**src/ccd_defs.svh**
```systemverilog
// Offsets, field positions, reset values and timing counts of the clock divider block
`ifndef CCD_DEFS_SVH
`define CCD_DEFS_SVH

// ****************************************
// Register offsets (byte addresses)
// ****************************************
`define CCD_CDC_OFS 4'h0
`define CCD_XOC_OFS 4'h4

// ****************************************
// Clock divider control fields
// ****************************************
`define CCD_SPD_RESTORE_BIT 15
`define CCD_SLOW_RATIO_MSB 14
`define CCD_SLOW_RATIO_LSB 12
`define CCD_SLOW_EN_BIT 11
`define CCD_RC_POST_MSB 10
`define CCD_RC_POST_LSB 8
`define CCD_CPU_POST_MSB 7
`define CCD_CPU_POST_LSB 6
`define CCD_PLL_KEEP_BIT 5
`define CCD_CDC_RESET 16'h3000
`define CCD_CDC_LO_WMASK 8'hE0
`define CCD_SLOW_RATIO_RESET 3'h3

// ****************************************
// Crystal oscillator control fields
// ****************************************
`define CCD_XOC_MAN_BIT 0
`define CCD_XOC_RUN_BIT 1
`define CCD_XOC_RDY_BIT 2
`define CCD_XOC_LOWP_BIT 3
`define CCD_XOC_DIG_BIT 4

// ****************************************
// Oscillator selection codes that need the PLL
// ****************************************
`define CCD_PLL_SEL_A 3'h3
`define CCD_PLL_SEL_B 3'h1

// ****************************************
// Timing
// ****************************************
`define CCD_CLK_KHZ 100000
`define CCD_XOSC_START_MS 1000
`define CCD_XOSC_START_CYC (`CCD_XOSC_START_MS * `CCD_CLK_KHZ)

`endif

```
**src/ccd_pkg.sv**
```systemverilog
// Types of the clock divider block
`default_nettype none
package ccd_pkg;

    typedef struct packed {
        logic [15:0] cdc;
        logic man;
        logic [1:0] sel_s;
        logic [1:0] drv_s;
        logic ack;
        logic [31:0] rdata;
        logic [31:0] start_cnt;
        logic rdy;
        logic run;
        logic pll;
        logic lowp;
        logic dig;
        logic wr_seen;
        logic [2:0] eff;
        logic [1:0] cpd;
        logic [7:0] cgap;
        logic [3:0] pgap;
    } ccd_state_t;

endpackage : ccd_pkg
`default_nettype wire

```
**src/ccd_divider.sv**
```systemverilog
// Power-of-two enable divider with restart on ratio change
`default_nettype none
module ccd_divider #(
    parameter int unsigned CW = 3
) (
    input wire logic clk,
    input wire logic reset_n,
    input wire logic en,
    input wire logic [CW-1:0] code,
    output logic out
);
    localparam int unsigned NW = (1 << CW) - 1;

    typedef struct packed {
        logic [NW-1:0] cnt;
        logic [CW-1:0] code;
    } ccd_div_t;

    ccd_div_t s_q;
    ccd_div_t s_d;
    logic [NW-1:0] mask;
    logic [NW-1:0] cur;

    always_comb begin
        s_d = s_q;
        mask = NW'((1 << code) - 1);
        // Ratio change restarts the count so the next pulse spacing is exact
        cur = (code != s_q.code) ? '0 : s_q.cnt;
        out = en && ((cur & mask) == mask);
        s_d.code = code;
        s_d.cnt = en ? NW'(cur + 1'b1) : cur;
    end

    always_ff @(posedge clk or negedge reset_n) begin
        if (!reset_n) begin
            s_q <= '0;
        end else begin
            s_q <= s_d;
        end
    end
endmodule : ccd_divider
`default_nettype wire

```
**src/ccd_top.sv**
```systemverilog
// Clock divider, doze control and crystal oscillator control with Avalon-MM registers
//
// The Avalon-MM slave port and the register offsets were chosen for this implementation.
`include "ccd_defs.svh"
`default_nettype none

// Behaviour
// - Doze ratio codes 000 to 111 give CPU to peripheral ratios 1:1, 1:2, 1:4 up to 1:128.
// - The doze ratio field resets to 011, a 1:8 ratio.
// - The ratio applies only while the slowdown enable bit 11 is set, otherwise the ratio is 1:1.
// - Peripherals keep their bits 7:6 post-scaled rate during doze and every CPU tick lines up with a peripheral tick.
// - With bit 15 set an interrupt restores full CPU speed, with it clear interrupts leave doze alone.
// - The PLL runs always when keep-running is set, otherwise only for selection codes 011 or 001.
// - Any module request starts the crystal oscillator without software.
// - Software can start the crystal oscillator early through its manual start bit.
// - The crystal oscillator may run only when the pin select configuration bit is 1.
// - With the pin select configuration bit 0 the oscillator pins go to digital I/O.
// - The drive level configuration bit picks low-power drive when 0, high drive by default.
module ccd_top #(
    parameter int unsigned NUM_REQ = 4,
    parameter int unsigned START_CYCLES = `CCD_XOSC_START_CYC
) (
    input wire logic CLK,
    input wire logic RESET_N,
    input wire logic [3:0] AVS_ADDRESS,
    input wire logic AVS_READ,
    input wire logic AVS_WRITE,
    input wire logic [3:0] AVS_BYTEENABLE,
    input wire logic [31:0] AVS_WRITEDATA,
    output logic [31:0] AVS_READDATA,
    output logic AVS_WAITREQUEST,
    input wire logic INTERRUPT_EVENT,
    input wire logic [2:0] OSC_SELECT,
    input wire logic [NUM_REQ-1:0] MODULE_XOSC_REQ,
    input wire logic CFG_XOSC_PIN_SELECT,
    input wire logic CFG_XOSC_DRIVE_LEVEL,
    output logic PERIPH_CLK_EN,
    output logic CPU_CLK_EN,
    output logic [2:0] INTERNAL_RC_POSTSCALE,
    output logic PLL_RUN,
    output logic CRYSTAL_OSC_RUN,
    output logic CRYSTAL_OSC_READY,
    output logic CRYSTAL_OSC_LOW_POWER,
    output logic CRYSTAL_OSC_PINS_DIGITAL
);
    ccd_pkg::ccd_state_t s_q;
    ccd_pkg::ccd_state_t s_d;
    logic hit_cdc;
    logic hit_xoc;
    logic wr;
    logic fuse_sel;
    logic [2:0] eff_code;
    logic [1:0] cpu_code;
    logic [7:0] cgap_cur;
    logic [3:0] pgap_cur;

    // ****************************************
    // Clock enables
    // ****************************************
    assign cpu_code = s_q.cdc[`CCD_CPU_POST_MSB:`CCD_CPU_POST_LSB];
    // Ratio forced to 1:1 while slowdown is off
    assign eff_code = s_q.cdc[`CCD_SLOW_EN_BIT] ?
        s_q.cdc[`CCD_SLOW_RATIO_MSB:`CCD_SLOW_RATIO_LSB] : 3'h0;

    ccd_divider #(.CW(2)) u_post (
        .clk(CLK),
        .reset_n(RESET_N),
        .en(1'b1),
        .code(cpu_code),
        .out(PERIPH_CLK_EN)
    );

    // CPU count advances on peripheral ticks only, keeping both domains aligned
    ccd_divider #(.CW(3)) u_doze (
        .clk(CLK),
        .reset_n(RESET_N),
        .en(PERIPH_CLK_EN),
        .code(eff_code),
        .out(CPU_CLK_EN)
    );

    // ****************************************
    // Next state
    // ****************************************
    always_comb begin
        s_d = s_q;
        hit_cdc = AVS_ADDRESS == `CCD_CDC_OFS;
        hit_xoc = AVS_ADDRESS == `CCD_XOC_OFS;
        wr = AVS_WRITE && s_q.ack;
        fuse_sel = s_q.sel_s[1];
        // Config bits come from another domain
        s_d.sel_s = {s_q.sel_s[0], CFG_XOSC_PIN_SELECT};
        s_d.drv_s = {s_q.drv_s[0], CFG_XOSC_DRIVE_LEVEL};

        // One wait cycle per access; read data prepared in the first cycle
        s_d.ack = (AVS_READ || AVS_WRITE) && !s_q.ack;
        if (AVS_READ && !s_q.ack) begin
            s_d.rdata = 32'h0;
            if (hit_cdc) begin
                s_d.rdata[15:0] = s_q.cdc;
            end else if (hit_xoc) begin
                s_d.rdata[`CCD_XOC_MAN_BIT] = s_q.man;
                s_d.rdata[`CCD_XOC_RUN_BIT] = s_q.run;
                s_d.rdata[`CCD_XOC_RDY_BIT] = s_q.rdy;
                s_d.rdata[`CCD_XOC_LOWP_BIT] = s_q.lowp;
                s_d.rdata[`CCD_XOC_DIG_BIT] = s_q.dig;
            end
        end
        if (wr && hit_cdc) begin
            if (AVS_BYTEENABLE[0]) begin
                s_d.cdc[7:0] = AVS_WRITEDATA[7:0] & `CCD_CDC_LO_WMASK;
            end
            if (AVS_BYTEENABLE[1]) begin
                s_d.cdc[15:8] = AVS_WRITEDATA[15:8];
                s_d.wr_seen = 1'b1;
            end
        end
        if (wr && hit_xoc && AVS_BYTEENABLE[0]) begin
            s_d.man = AVS_WRITEDATA[`CCD_XOC_MAN_BIT];
        end
        // Hardware clear beats a same-cycle software set so the interrupt is never lost
        if (INTERRUPT_EVENT && s_q.cdc[`CCD_SPD_RESTORE_BIT]) begin
            s_d.cdc[`CCD_SLOW_EN_BIT] = 1'b0;
        end

        s_d.pll = s_q.cdc[`CCD_PLL_KEEP_BIT] ||
            (OSC_SELECT == `CCD_PLL_SEL_A) || (OSC_SELECT == `CCD_PLL_SEL_B);
        s_d.run = fuse_sel && (s_q.man || (|MODULE_XOSC_REQ));
        s_d.dig = !fuse_sel;
        s_d.lowp = !s_q.drv_s[1];

        // Ready flags the end of the worst-case start-up time
        if (!s_q.run) begin
            s_d.start_cnt = 32'h0;
            s_d.rdy = 1'b0;
        end else if (s_q.start_cnt >= 32'(START_CYCLES - 1)) begin
            s_d.rdy = 1'b1;
        end else begin
            s_d.start_cnt = s_q.start_cnt + 32'h1;
        end

        // Tick spacing trackers watched by the checks below
        s_d.eff = eff_code;
        s_d.cpd = cpu_code;
        cgap_cur = (eff_code != s_q.eff) ? 8'h0 : s_q.cgap;
        pgap_cur = (cpu_code != s_q.cpd) ? 4'h0 : s_q.pgap;
        s_d.cgap = CPU_CLK_EN ? 8'h0 : (PERIPH_CLK_EN ? 8'(cgap_cur + 8'h1) : cgap_cur);
        s_d.pgap = PERIPH_CLK_EN ? 4'h0 : 4'(pgap_cur + 4'h1);
    end

    always_ff @(posedge CLK or negedge RESET_N) begin
        if (!RESET_N) begin
            s_q <= '0;
            s_q.cdc <= `CCD_CDC_RESET;
            s_q.dig <= 1'b1;
            // Synchroniser starts at high drive so low power does not blip after reset
            s_q.drv_s <= 2'b11;
        end else begin
            s_q <= s_d;
        end
    end

    // ****************************************
    // Outputs
    // ****************************************
    assign AVS_READDATA = s_q.rdata;
    assign AVS_WAITREQUEST = (AVS_READ || AVS_WRITE) && !s_q.ack;
    assign INTERNAL_RC_POSTSCALE = s_q.cdc[`CCD_RC_POST_MSB:`CCD_RC_POST_LSB];
    assign PLL_RUN = s_q.pll;
    assign CRYSTAL_OSC_RUN = s_q.run;
    assign CRYSTAL_OSC_READY = s_q.rdy;
    assign CRYSTAL_OSC_LOW_POWER = s_q.lowp;
    assign CRYSTAL_OSC_PINS_DIGITAL = s_q.dig;
endmodule : ccd_top
`default_nettype wire

```
**config.mk**
```make
export PLATFORM = sky130hd
export DESIGN_NAME = ccd_top
export DESIGN_NICKNAME = d
export VERILOG_FILES = /design/src/ccd_pkg.sv /design/src/ccd_divider.sv /design/src/ccd_top.sv
export VERILOG_INCLUDE_DIRS = /design/src
export SDC_FILE = /design/constraint.sdc
export NUM_CORES = 1
export LEC_CHECK = 0
export ABC_AREA = 1
export BUFFER_PORTS_ARGS = -buffer_cell sky130_fd_sc_hd__buf_2
export CORE_MARGIN = 5
export CORE_UTILIZATION = 56
export CTS_CLUSTER_DIAMETER = 50
export DETAILED_ROUTE_END_ITERATION = 8
export PLACE_DENSITY = 0.91
export SKIP_CTS_REPAIR_TIMING = 1
export SLEW_MARGIN = 10
export SYNTH_ARGS = -nofsm -noshare
export SYNTH_HDL_FRONTEND = slang
export SYNTH_SLANG_ARGS = --single-unit
```
**constraint.sdc**
```tcl
create_clock -name CLK -period 3 [get_ports CLK]
set_input_delay 0.15 -clock CLK [delete_from_list [all_inputs] [get_ports CLK]]
set_output_delay 0.15 -clock CLK [all_outputs]
set_load 0.01 [all_outputs]
```
; Word-level counts from Yosys, hierarchy flattened
; Index checks and enable logic that the tools add are counted.
[word_totals]
wordCells = 74
in_bits = 54
register_bits = 85
[op_classes]
n_eq_ne = 9
n_addsub = 5
mux = 14
n_reduce_logical = 23
n_lt_le_gt_ge = 1
n_shift = 2
bitwise_logic = 2
[op_table]
columns = op, n
row1 = 33-bit 2-to-1 mux, 1
row2 = "32-bit by 1-bit adder with 32-bit output, second input constant", 1
row3 = "32-bit by 27-bit greater-or-equal comparator with 1-bit output, second input constant", 1
row4 = 32-bit 2-to-1 mux, 1
row5 = 7-bit 2-to-1 mux, 2
row6 = 12-bit 2-to-1 mux, 1
row7 = 11-bit 2-to-1 mux, 1
row8 = 5-bit 2-to-1 mux, 2
row9 = 1-bit logical AND, 9
row10 = 8-bit 2-to-1 mux, 1
row11 = "7-bit by 1-bit adder with 7-bit output, second input constant", 1
row12 = 7-bit AND, 1
row13 = 7-bit == test, 1
row14 = "1-bit by 3-bit left shift with 7-bit output, first input constant", 1
row15 = "7-bit by 2-bit subtractor with 7-bit output, second input constant", 1
row16 = 3-bit 2-to-1 mux, 2
row17 = 2-bit AND reduction, 3
row18 = "4-bit by 3-bit == test with 1-bit output, second input constant", 1
row19 = 4-bit zero test, 1
row20 = 1-bit logical OR, 4
row21 = 4-bit 2-to-1 mux, 1
row22 = 2-bit nonzero test, 2
row23 = 4-bit OR reduction, 1
row24 = "3-bit by 1-bit adder with 3-bit output, second input constant", 1
row25 = other kinds (12), 15

; Depth between registers and ports, before layout
; Gate-level depths: netlist of run 1.
[logic_depth]
depth_word = 6
mapped_depth = 14
ltp_nobuf = 14

; Modules after synthesis
; Synthesis of run 1 repeated with hierarchy kept, for this count alone.
[hier_totals]
hier_cells = 661
hier_area_um2 = 4984.8
[by_module_without_submodules]
columns = module, cells_per_inst, seq_area_each_um2, instances, area_per_inst_um2
row1 = ccd_top, 532, 1757.9, 1, 3935.0
row2 = ccd_divider (u_doze), 97, 250.2, 1, 758.2
row3 = ccd_divider (u_post), 32, 125.1, 1, 291.5

; Worst setup path after synthesis of run 1
; No wires, ideal clock.
[synth_path]
kind = reg2reg
start = register s_q[105] (netlist bit)
end = register u_doze.s_q[7] (netlist bit)
required_time_ns = 2.883
period_less_slack_ns = 1.868
n_path_buf = 0
arrival_ns = 1.751
stages_incl_launch_ff = 13
setup_time_ns = 0.117
slack_ns = 1.132
path_cell_list = dfstp_2 > nand2_1 > nand2_1 > nand2_1 > nor2_2 > nand2_1 > inv_1 > ha_1 > inv_1 > nor2_1 > nand3_1 > nand2_1 > nand2_1
[synth_lines]
columns = item, line
row1 = start: declaration, ccd_top.sv:46  ; ccd_pkg::ccd_state_t s_q;
row2 = end signal: assignment, ccd_divider.sv:36  ; s_q <= '0;
row3 = end signal: assignment, ccd_divider.sv:38  ; s_q <= s_d;
row4 = end: declaration, ccd_divider.sv:19  ; ccd_div_t s_q;

; Final worst setup path of run 1
[layout_path]
start = register s_q[104] (netlist bit)
end = output port CPU_CLK_EN
[layout_between]
elab_chain_cells = 6
elab_cells_between_ends = 8
cone_classes = 1 x add/sub / 2 x eq/ne / 1 x shift / 2 x mux / 1 x bitwise / 1 x reduce/logical
[layout_lines]
columns = item, line
row1 = 3-bit 2-to-1 mux *, ccd_top.sv:62  ; assign eff_code = s_q.cdc[`CCD_SLOW_EN_BIT] ?
row2 = 1-bit by 3-bit left shift with 7-bit output / 3-bit != test (equally long branches), "ccd_divider.sv:26, ccd_divider.sv:28"
row3 = 7-bit by 2-bit subtractor with 7-bit output / 7-bit 2-to-1 mux (equally long branches), "ccd_divider.sv:26, ccd_divider.sv:28"
row4 = 7-bit AND, ccd_divider.sv:29  ; out = en && ((cur & mask) == mask);
row5 = 7-bit == test *, ccd_divider.sv:29
row6 = 1-bit logical AND *, ccd_divider.sv:29
row7 = end: declaration, ccd_top.sv:38  ; output logic CPU_CLK_EN,
; Every way passes the cells marked *; elsewhere a longest branch is shown, timed or not.

==> results.cfg, run 1 <==
[timing]
rsz0062_at_grt = false
fmax_ghz = 0.430
setup_tns_ns = 0
min_period_over_period = 0.776
slew_headroom = 0.305
hold-worst-slack_ns = -0.0526
finalClockSkew_ns = 0.0151
finalMaxSlewViolations = 0
hold_viol = 39
worst_pin_slew_ns = 1.04
setup_viol = 0
period_needed_ns = 2.33

[logic_synthesis]
yosys.area.top_type = dfrtp_1
synth_top_family_by_area = simple AND/OR/NAND/NOR gates
synthCells = 636
avgSynthCellArea_um2 = 7.44
ys_seq_elements = 85
muxShareOfSynthArea = 0.00714
ys_top_cells_by_area = dfrtp_1 42%, nand2_1 15%, nand3_1 6.0%
synth_area_mm2 = 0.00473
ys_warn_count = 0
async_reset_ff_frac = 1.00
yosysUniqueCellTypes = 31
ys.flop_type = dfrtp_1
yosys.area_share.adder = 0.0106
synth-xor-area-share = 0.0426
synth-compound-area-share = 0.0521
synth_top_area_share = 0.423
yosysSeqAreaShare = 0.451
synth-edff-count = 0
yosys.area_share.simple = 0.306

[outcome]
status = complete, but fails checks
violations = negative hold slack

[place]
hpwl_mm = 7.43
gp_congestion = 1.05
place_area_mm2 = 0.00490
io_buffers = 57

[global_routing]
grt_pass1_wl_mm = 17.7
grt_max_degree = 86
grt_antenna_before_repair = 0
grt_pass1_vias = 4018
grt.overflow.total = 0
track_usage = 0.211

[detailed_routing]
route.vias.total = 4115
drc_errors = 0
final_antenna_net_count = 0
first_pass_iters = 5
drtIter0Drc = 291
viasPerCell = 5.22
wl_mm = 10.6
wl_per_cell_um = 13.5

[setup_path]
cp_cell_sequence = nand2_1 -> nand2_1 -> nand2_1 -> nand2_1 -> nor2_2 -> nand2_1 -> nand2_1 -> o211ai_1 -> nor2_1 -> buf_2
critical-path-slowest-cell = dfrtp_1
path_buf_inv = 1
r2r_slack_ns = 0.71
path_common_cell = nand2_1
startpoint_type = flip-flop
max_stage_delay_ns = 0.47
cp.arrival_ns = 2.18
crit_family = simple AND/OR/NAND/NOR gates
end_kind = primary output
cp_max_fo = 10
required_ns = 2.85
worstSetupPathType = flip-flop to primary output

[cts]
root_buffer = clkbuf_8
cts.clk_slew.worst_paths_ns = 0.10
clockBufferDepth = 2
clk_latency_ns = 0.36
tritoncts_num_sinks = 85
numCtsBuffers = 9
cts_tree = built
cts.htree.levels = 3

[floorplan]
num_rows = 33
ioPinCount = 97
initial_core_util = 0.576
die-area_mm2 = 0.0104
fp.dieH_um = 102
core_area_mm2 = 0.00822
die_x_um = 102

[layout]
multiInputGateArea_mm2 = 0.00204
final-seq-area_mm2 = 0.00213
area_delta_synth_final_pct = 8.99
utilization = 0.627
n_antenna_cell = 0
design_area_mm2 = 0.00515
drive_gt1_frac = 0.135
n_fill_cell = 678
fin_nets = 737

[worst_hold_path]
worstHoldPathType = primary input to asynchronous set/reset pin

[run]
max_cap_viol_count = 0

[power]
finalPower_w = 0.00249
cellLeakagePower_nw = 2.77
ir_drop_mv = 0.408
powerDensity_mw_per_mm2 = 482
metrics by stage:
step           instances  hold slack (ns)  setup slack (ns)
3_5_place_dp         767            0.256             0.770
4_1_cts              783           -0.147             0.694
6_report             789          -0.0526             0.672
3_3_place_gp         767            0.257             0.869
2_1_floorplan        651           -0.146              1.13
5_1_grt              789          0.00286             0.482
registers in the layout, summed over array words and instances, names as in the netlist:
signal and count:
s_q 41, AVS_READDATA 16, u_doze.s_q 10, u_post.s_q 5, INTERNAL_RC_POSTSCALE 3, cpu_code 2
s_d 2, CRYSTAL_OSC_LOW_POWER 1, CRYSTAL_OSC_PINS_DIGITAL 1, CRYSTAL_OSC_READY 1, CRYSTAL_OSC_RUN 1, PLL_RUN 1
fuse_sel 1
per-layer routing:
layer,GRT usage,up-vias,part of all wire
met5,0,-,0
met1,0.264,1969,0.43
met2,0.369,114,0.50
met4,0.0434,0,0.0080
li1,-,2022,-
met3,0.0601,10,0.063
worst paths after layout:
| path | from | end | cells after the start |
|---|---|---|---|
| setup / recovery | s_q[104] | CPU_CLK_EN | 10 |
| hold / removal | RESET_N | s_q[34] | 1 |
| setup reg to reg | s_q[23] | s_q[41] | 12 |
| hold reg to reg | s_d[91] | fuse_sel | 0 |
| max in group asynchronous | RESET_N | s_q[50] | 1 |
| min in group CLK | AVS_WRITEDATA[8] | INTERNAL_RC_POSTSCALE[0] | 3 |
synth_stat cells (2+ instances only):
| cell | instances |
|---|---|
| nand4_1 | 8 |
| a21oi_1 | 2 |
| xor2_1 | 18 |
| ha_1 | 4 |
| xnor2_1 | 5 |
| buf_2 | 2 |
| nand3_1 | 57 |
| dfrtp_1 | 80 |
| buf_6 | 2 |
| clkbuf_1 | 11 |
| nor2_1 | 75 |
| mux2_2 | 3 |
| nand2_1 | 193 |
| or2_2 | 2 |
| dfstp_2 | 5 |
| o21ai_0 | 41 |
| inv_1 | 70 |
| buf_4 | 36 |
| nor3_1 | 10 |
worst reg2reg max path: stages (launching register included):
cell and delay (ns):
dfrtp_1 0.45, ha_1 0.30, inv_1 0.12, nor3_4 0.23
nand2_2 0.13, nand2_1 0.09, nand3_1 0.07, nand2_1 0.10
buf_4 0.19, nand2_1 0.07, buf_4 0.23, nand2_1 0.11
o21ai_0 0.08
kinds of logic (layout without fill, tap and decap cells):
kind of cell	after synthesis	after routing
AOI/OAI and AO/OA	47	47
xor gates and xnor gates	23	23
adders and majority gates	4	4
buffers and inverters	123	156
DFF	85	85
muxes	3	3
other	1	16
and+or+nand+nor	350	350
layout make-up:
cell class | count | area share
tap | 105 | 0.0255
clock inverter | 7 | 0.0141
multi-input combinational | 443 | 0.395
inverter | 72 | 0.0524
clock buffer | 9 | 0.0240
sequential | 85 | 0.414
timing repair buffer | 68 | 0.0748
cells in the final DEF (no fill, tap or decap):
master,instances
nand2_1,193
dfrtp_1,80
nor2_1,75
inv_1,70
nand3_1,57
buf_2,56
o21ai_0,41
xor2_1,18
conb_1,16
nor3_1,10
clkbuf_8,9
nand4_1,8
dlygate4sd3_1,6
buf_4,6
dfstp_2,5
xnor2_1,5
ha_1,4
mux2_2,3
inv_6,3
or2_2,2
a21oi_1,2
inv_8,2
nor2_2,1
o21bai_1,1
or4_1,1
o211ai_1,1
o2111ai_1,1
clkinv_1,1
inv_2,1
nor3_4,1
nand2_2,1
a211oi_1,1
nor4_1,1
clkinvlp_4,1
clkinv_8,1
report_power, final:
part	internal, W	total, W	switching (W)	leakage [nW]
logic	0.000138	0.000391	0.000252	1.54
clock network	0.000328	0.000801	0.000472	0.0974
registers	0.00123	0.00129	0.0000650	1.13
total	0.00170	0.00249	0.000790	2.77
No activity file was read; power rests on OpenSTA's default activity.
==> inputs of run 2 (changes only) <==
--- a/config.mk
+++ b/config.mk
@@ -9,10 +9,10 @@
 export ABC_AREA = 1
 export BUFFER_PORTS_ARGS = -buffer_cell sky130_fd_sc_hd__buf_2
 export CORE_MARGIN = 5
-export CORE_UTILIZATION = 56
+export CORE_UTILIZATION = 55
 export CTS_CLUSTER_DIAMETER = 50
 export DETAILED_ROUTE_END_ITERATION = 8
-export PLACE_DENSITY = 0.91
+export PLACE_DENSITY = 0.9
 export SKIP_CTS_REPAIR_TIMING = 1
 export SLEW_MARGIN = 10
 export SYNTH_ARGS = -nofsm -noshare
==> constraint.sdc (replaced) <==
create_clock -name CLK -period 2.2 [get_ports CLK]
set_input_delay 0.11 -clock CLK [delete_from_list [all_inputs] [get_ports CLK]]
set_output_delay 0.11 -clock CLK [all_outputs]
set_load 0.01 [all_outputs]
==> run 2 against run 1 <==
The run still ends with negative hold slack left. Clock skew down 0.0030 ns. Flip-flop and latch count did not move. Worst hold slack gained 0.048 ns. Sequential power increased by 38%. Clock-buffer cell count grew 1. Highest routed layer unchanged.
==> results.cfg, run 2 (synthesized netlist as in run 1, its figures left out) <==
[layout]
drive_gt1_frac = 0.175
utilization = 0.653
fin_nets = 761
largest_register_ffs = 41
regMostFlops = s_q
area_delta_synth_final_pct = 14.6
instances_no_fill = 813
mostFrequentLayoutCell = nand2_1
n_antenna_cell = 0
mostFrequentLayoutCells = 186 x nand2_1, 77 x dfrtp_1, 73 x nor2_1

[power]
p_sw_frac = 0.315
switchingPower_w = 0.00112
ir_drop_mv = 0.423
powerDensity_mw_per_mm2 = 655
cellLeakagePower_nw = 2.89
p_int_w = 0.00243
p_seq_frac = 0.500
combPwrFrac = 0.197
pwr-share-clk = 0.303

[timing]
fmax_ghz = 0.459
worst_pin_slew_ns = 0.622
min_period_over_period = 0.991
layout_setup_ws_ns = 0.0196
slew_headroom = 0.585
setup_viol = 0
finalMaxSlewViolations = 0
rsz0062_at_grt = true
period_needed_ns = 2.18
hold-worst-slack_ns = -0.00476
hold_viol = 1
setup_tns_ns = 0
finalClockSkew_ns = 0.0121

[floorplan]
die_x_um = 103
fp.dieH_um = 103
core_area_mm2 = 0.00830
ioPinCount = 97
die-area_mm2 = 0.0106
num_rows = 33
initial_core_util = 0.570

[place]
io_buffers = 57
hpwl_mm = 7.70
post-place-ws_ns = 0.155
dpl.cell_count = 772
gp_congestion = 0.978

[global_routing]
grt_antenna_before_repair = 0
grt.overflow.total = 0
grt_max_degree = 86
track_usage = 0.218
grt_pass1_wl_mm = 18.4
grt_pass1_vias = 4052

[cts]
tritoncts_num_sinks = 85
clk_latency_ns = 0.37
numCtsBuffers = 9
root_buffer = clkbuf_8
cts.htree.levels = 3
clockBufferDepth = 2
cts_tree = built
cts.clk_slew.worst_paths_ns = 0.10

[setup_path]
cp_cell_sequence = nand2_2 -> inv_2 -> nor2_2 -> nand2_1 -> ha_2 -> inv_2 -> xor2_1 -> nand2_1 -> nand3_1 -> nor2_1 -> buf_2
critical-path-slowest-cell = dfstp_2
end_kind = primary output
max_stage_delay_ns = 0.58
startpoint_type = flip-flop
required_ns = 2.09
cp.arrival_ns = 2.07
cp_max_fo = 4
worstSetupPathType = flip-flop to primary output

[detailed_routing]
routed.top_layer = met4
drc_errors = 0
wl_per_cell_um = 13.8
route.vias.total = 4178
viasPerCell = 5.14
drt-met1-wl_mm = 4.54
wl_mm = 11.2
met2_length_mm = 5.67
first_pass_iters = 5
met3_length_um = 801
final_antenna_net_count = 0
drtIter0Drc = 254

[worst_hold_path]
worstHoldPathType = primary input to flip-flop

[outcome]
status = complete, but fails checks
violations = negative hold slack

[run]
max_cap_viol_count = 0
[run 2: changes by cell type in the layout (fill, tap and decap cells not counted), moves of 3 or more]
cell | previous run | this run
buf_4 | 6 | 18
dlygate4sd3_1 | 6 | 16
nand2_1 | 193 | 186
nand2_2 | 1 | 7
dfrtp_1 | 80 | 77
dfrtp_2 | 0 | 3
inv_1 | 70 | 67
[run 2: stage by stage]
| step | instance area [µm²] | power, W |
|---|---|---|
| 2_1_floorplan | 4790 | 0.00216 |
| 3_3_place_gp | 4950 | 0.00231 |
| 3_5_place_dp | 4950 | 0.00235 |
| 4_1_cts | 5140 | 0.00343 |
| 5_1_grt | 5420 | 0.00375 |
| 6_report | 5420 | 0.00355 |
[run 2: routing by layer]
| layer | vias to the layer above | global-route usage |
|---|---|---|
| li1 | 2067 | - |
| met1 | 1940 | 0.267 |
| met2 | 150 | 0.372 |
| met3 | 21 | 0.0595 |
| met4 | 0 | 0.0747 |
| met5 | - | 0 |
[run 2: path summary, 6_finish.rpt]
check / end / slack [ns] / cells after the start / startpoint
max: CPU_CLK_EN / 0.02 / 11 / s_q[105]
min: cpu_code[1] / -0.005 / 3 / AVS_WRITEDATA[7]
max reg2reg: s_q[23] / 0.23 / 11 / s_q[23]
min reg2reg: s_q[89] / 0.36 / 0 / s_d[89]
max in group asynchronous: CRYSTAL_OSC_PINS_DIGITAL / 1.52 / 3 / RESET_N
min in group asynchronous: s_q[26] / 0.27 / 3 / RESET_N
[run 2: final cells by class]
type	count	area [µm²]
fill	657	2880
inverter	72	273
sequential	85	2140
timing repair buffer	92	607
clock buffer	10	138
multi-input combinational	443	2080
clock inverter	6	51.3
tap	105	131
[run 2: critical path, delay by kind of cell, from the launching register on]
kind	cells	cell delay, ns
flops	1	0.58
simple gates	6	0.48
buf+inv	3	0.30
fa+ha+maj	1	0.18
xor+xnor	1	0.15
[run 2: power by group through the flow]
stage,clock network [W],logic [W],registers (W)
after floorplan,0,0.000395,0.00176
after global placement,0,0.000518,0.00179
after detailed placement,0,0.000552,0.00179
after CTS,0.00110,0.000557,0.00177
after global routing,0.00117,0.000785,0.00179
final,0.00108,0.000698,0.00178
==> inputs of run 3 (changes only) <==
--- a/config.mk
+++ b/config.mk
@@ -8,6 +8,7 @@
 export LEC_CHECK = 0
 export ABC_AREA = 1
 export BUFFER_PORTS_ARGS = -buffer_cell sky130_fd_sc_hd__buf_2
+export CORE_ASPECT_RATIO = 1.25
 export CORE_MARGIN = 5
 export CORE_UTILIZATION = 55
 export CTS_CLUSTER_DIAMETER = 50
==> run 3 against run 2 <==
The run now ends clean. Wire length rose by 9.5%. Fmax rose by 0.70%. Global-route usage rose by 0.71 points. Sequential power barely moved. Non-clock buffer count rose by 1. Final cell count fell by 0.86%. Final area fell by 0.14%. Clock-buffer cell count fell by 1. Utilization fell by 0.35 points. Setup slack improved by 0.015 ns. Clock skew fell by 0.0068 ns. Critical path type unchanged. Critical endpoint unchanged.
==> results.cfg, run 3 (synthesized netlist as in run 1, its figures left out) <==
[outcome]
status = finished clean

[global_routing]
grt_antenna_before_repair = 0
grt.overflow.total = 0
grt_pass1_wl_mm = 19.1
grt_pass1_vias = 4222
track_usage = 0.225
grt_max_degree = 54

[timing]
hold_viol = 0
finalClockSkew_ns = 0.00529
fmax_ghz = 0.462
hold-worst-slack_ns = 0.0302
min_period_over_period = 0.984
period_needed_ns = 2.17
setup_tns_ns = 0
rsz0062_at_grt = true
layout_setup_ws_ns = 0.0346
finalMaxSlewViolations = 0
setup_viol = 0

[place]
gp_congestion = 0.927
post-place-ws_ns = 0.238
dpl.cell_count = 770
io_buffers = 57
hpwl_mm = 8.24

[worst_hold_path]
worstHoldPathType = primary input to flip-flop
hp-start = AVS_READ

[setup_path]
cp_cell_sequence = nand2_2 -> inv_2 -> nor2_2 -> nand2_1 -> ha_2 -> inv_2 -> o21ai_0 -> nand4_1 -> nand3_1 -> nor2_1 -> buf_2
max_stage_delay_ns = 0.48
crit_family = simple AND/OR/NAND/NOR gates
critical-path-slowest-cell = dfrtp_2
required_ns = 2.09
startpoint_type = flip-flop
worstSetupPathType = flip-flop to primary output
cp_max_fo = 7
r2r_slack_ns = 0.25
cp.arrival_ns = 2.06
r2r-start = s_q[104]
path_common_cell = inv_2
path_buf_inv = 3
crit_start = s_q[104]
end_kind = primary output

[layout]
fin_nets = 762
drive_gt1_frac = 0.166
utilization = 0.650
mostFrequentLayoutCell = nand2_1
n_fill_cell = 682
n_antenna_cell = 0
mostFrequentLayoutCells = 190 x nand2_1, 79 x dfrtp_1, 72 x nor2_1
instances_no_fill = 806
largest_register_ffs = 41
area_delta_synth_final_pct = 14.4
regMostFlops = s_q

[detailed_routing]
final_antenna_net_count = 0
wl_per_cell_um = 15.3
met2_length_mm = 6.60
routed.top_layer = met4
viasPerCell = 5.37
first_pass_iters = 6
met3_length_um = 770
route.vias.total = 4325
wl_mm = 12.3
drt-met1-wl_mm = 4.52
drtIter0Drc = 320
drc_errors = 0

[floorplan]
ioPinCount = 97
core_area_mm2 = 0.00833
initial_core_util = 0.568
die-area_mm2 = 0.0106
fp.dieH_um = 114
num_rows = 37
die_x_um = 92.9

[cts]
numCtsBuffers = 9
clk_latency_ns = 0.37
cts.htree.levels = 3
cts.clk_slew.worst_paths_ns = 0.09
cts_tree = built
tritoncts_num_sinks = 85
root_buffer = clkbuf_8
clockBufferDepth = 2

[power]
cellLeakagePower_nw = 2.88
powerDensity_mw_per_mm2 = 662
ir_drop_mv = 0.784

[run]
max_cap_viol_count = 0
==> run 3: cell count changes in the layout (fill, tap and decap cells not counted), moves of 2 or more <==
cell        delta
nand2_1        +4
nand2_2        -4
clkinvlp_4     +3
dfrtp_1        +2
dfrtp_2        -2
inv_6          -2
==> run 3: path summary, 6_finish.rpt <==
kind,endpoint,cells past startpoint
worst max-delay path,CPU_CLK_EN,11
worst min-delay path,s_q[87],3
min in group asynchronous,s_q[30],2
max in group asynchronous,s_q[106],3
worst max register to register,u_doze.s_q[7],13
worst min register to register,s_q[89],0
==> run 3: final cells by class <==
type	instances	area, µm²	share of cell area
clock buffer	9	124	0.0229
timing repair buffer	93	614	0.113
clock inverter	7	75.1	0.0139
multi-input combinational	443	2070	0.383
inverter	72	273	0.0504
sequential	85	2130	0.394
tap	97	121	0.0224
==> run 3: power breakdown <==
part,internal (W),total (W),switching [W]
Combinational,0.000259,0.000676,0.000417
Clock,0.000528,0.00115,0.000619
Sequential,0.00168,0.00176,0.0000814
==> run 3: per-stage QoR <==
step | area [µm²] | power [W]
floorplan | 4790 | 0.00216
global placement | 4980 | 0.00231
detailed placement | 4980 | 0.00234
CTS | 5180 | 0.00347
global route | 5410 | 0.00376
finish | 5410 | 0.00358
==> run 3: worst min-delay path, cell delays in order <==
cell	delay, ns
buf_2	0.09
nor2_1	0.04
nor2_1	0.11
==> run 3: metal layers <==
layer / vias to the layer above / global-route usage
met3: 39 / 0.0475
li1: 2070 / -
met5: - / 0
met1: 2005 / 0.261
met2: 211 / 0.396
met4: 0 / 0.102
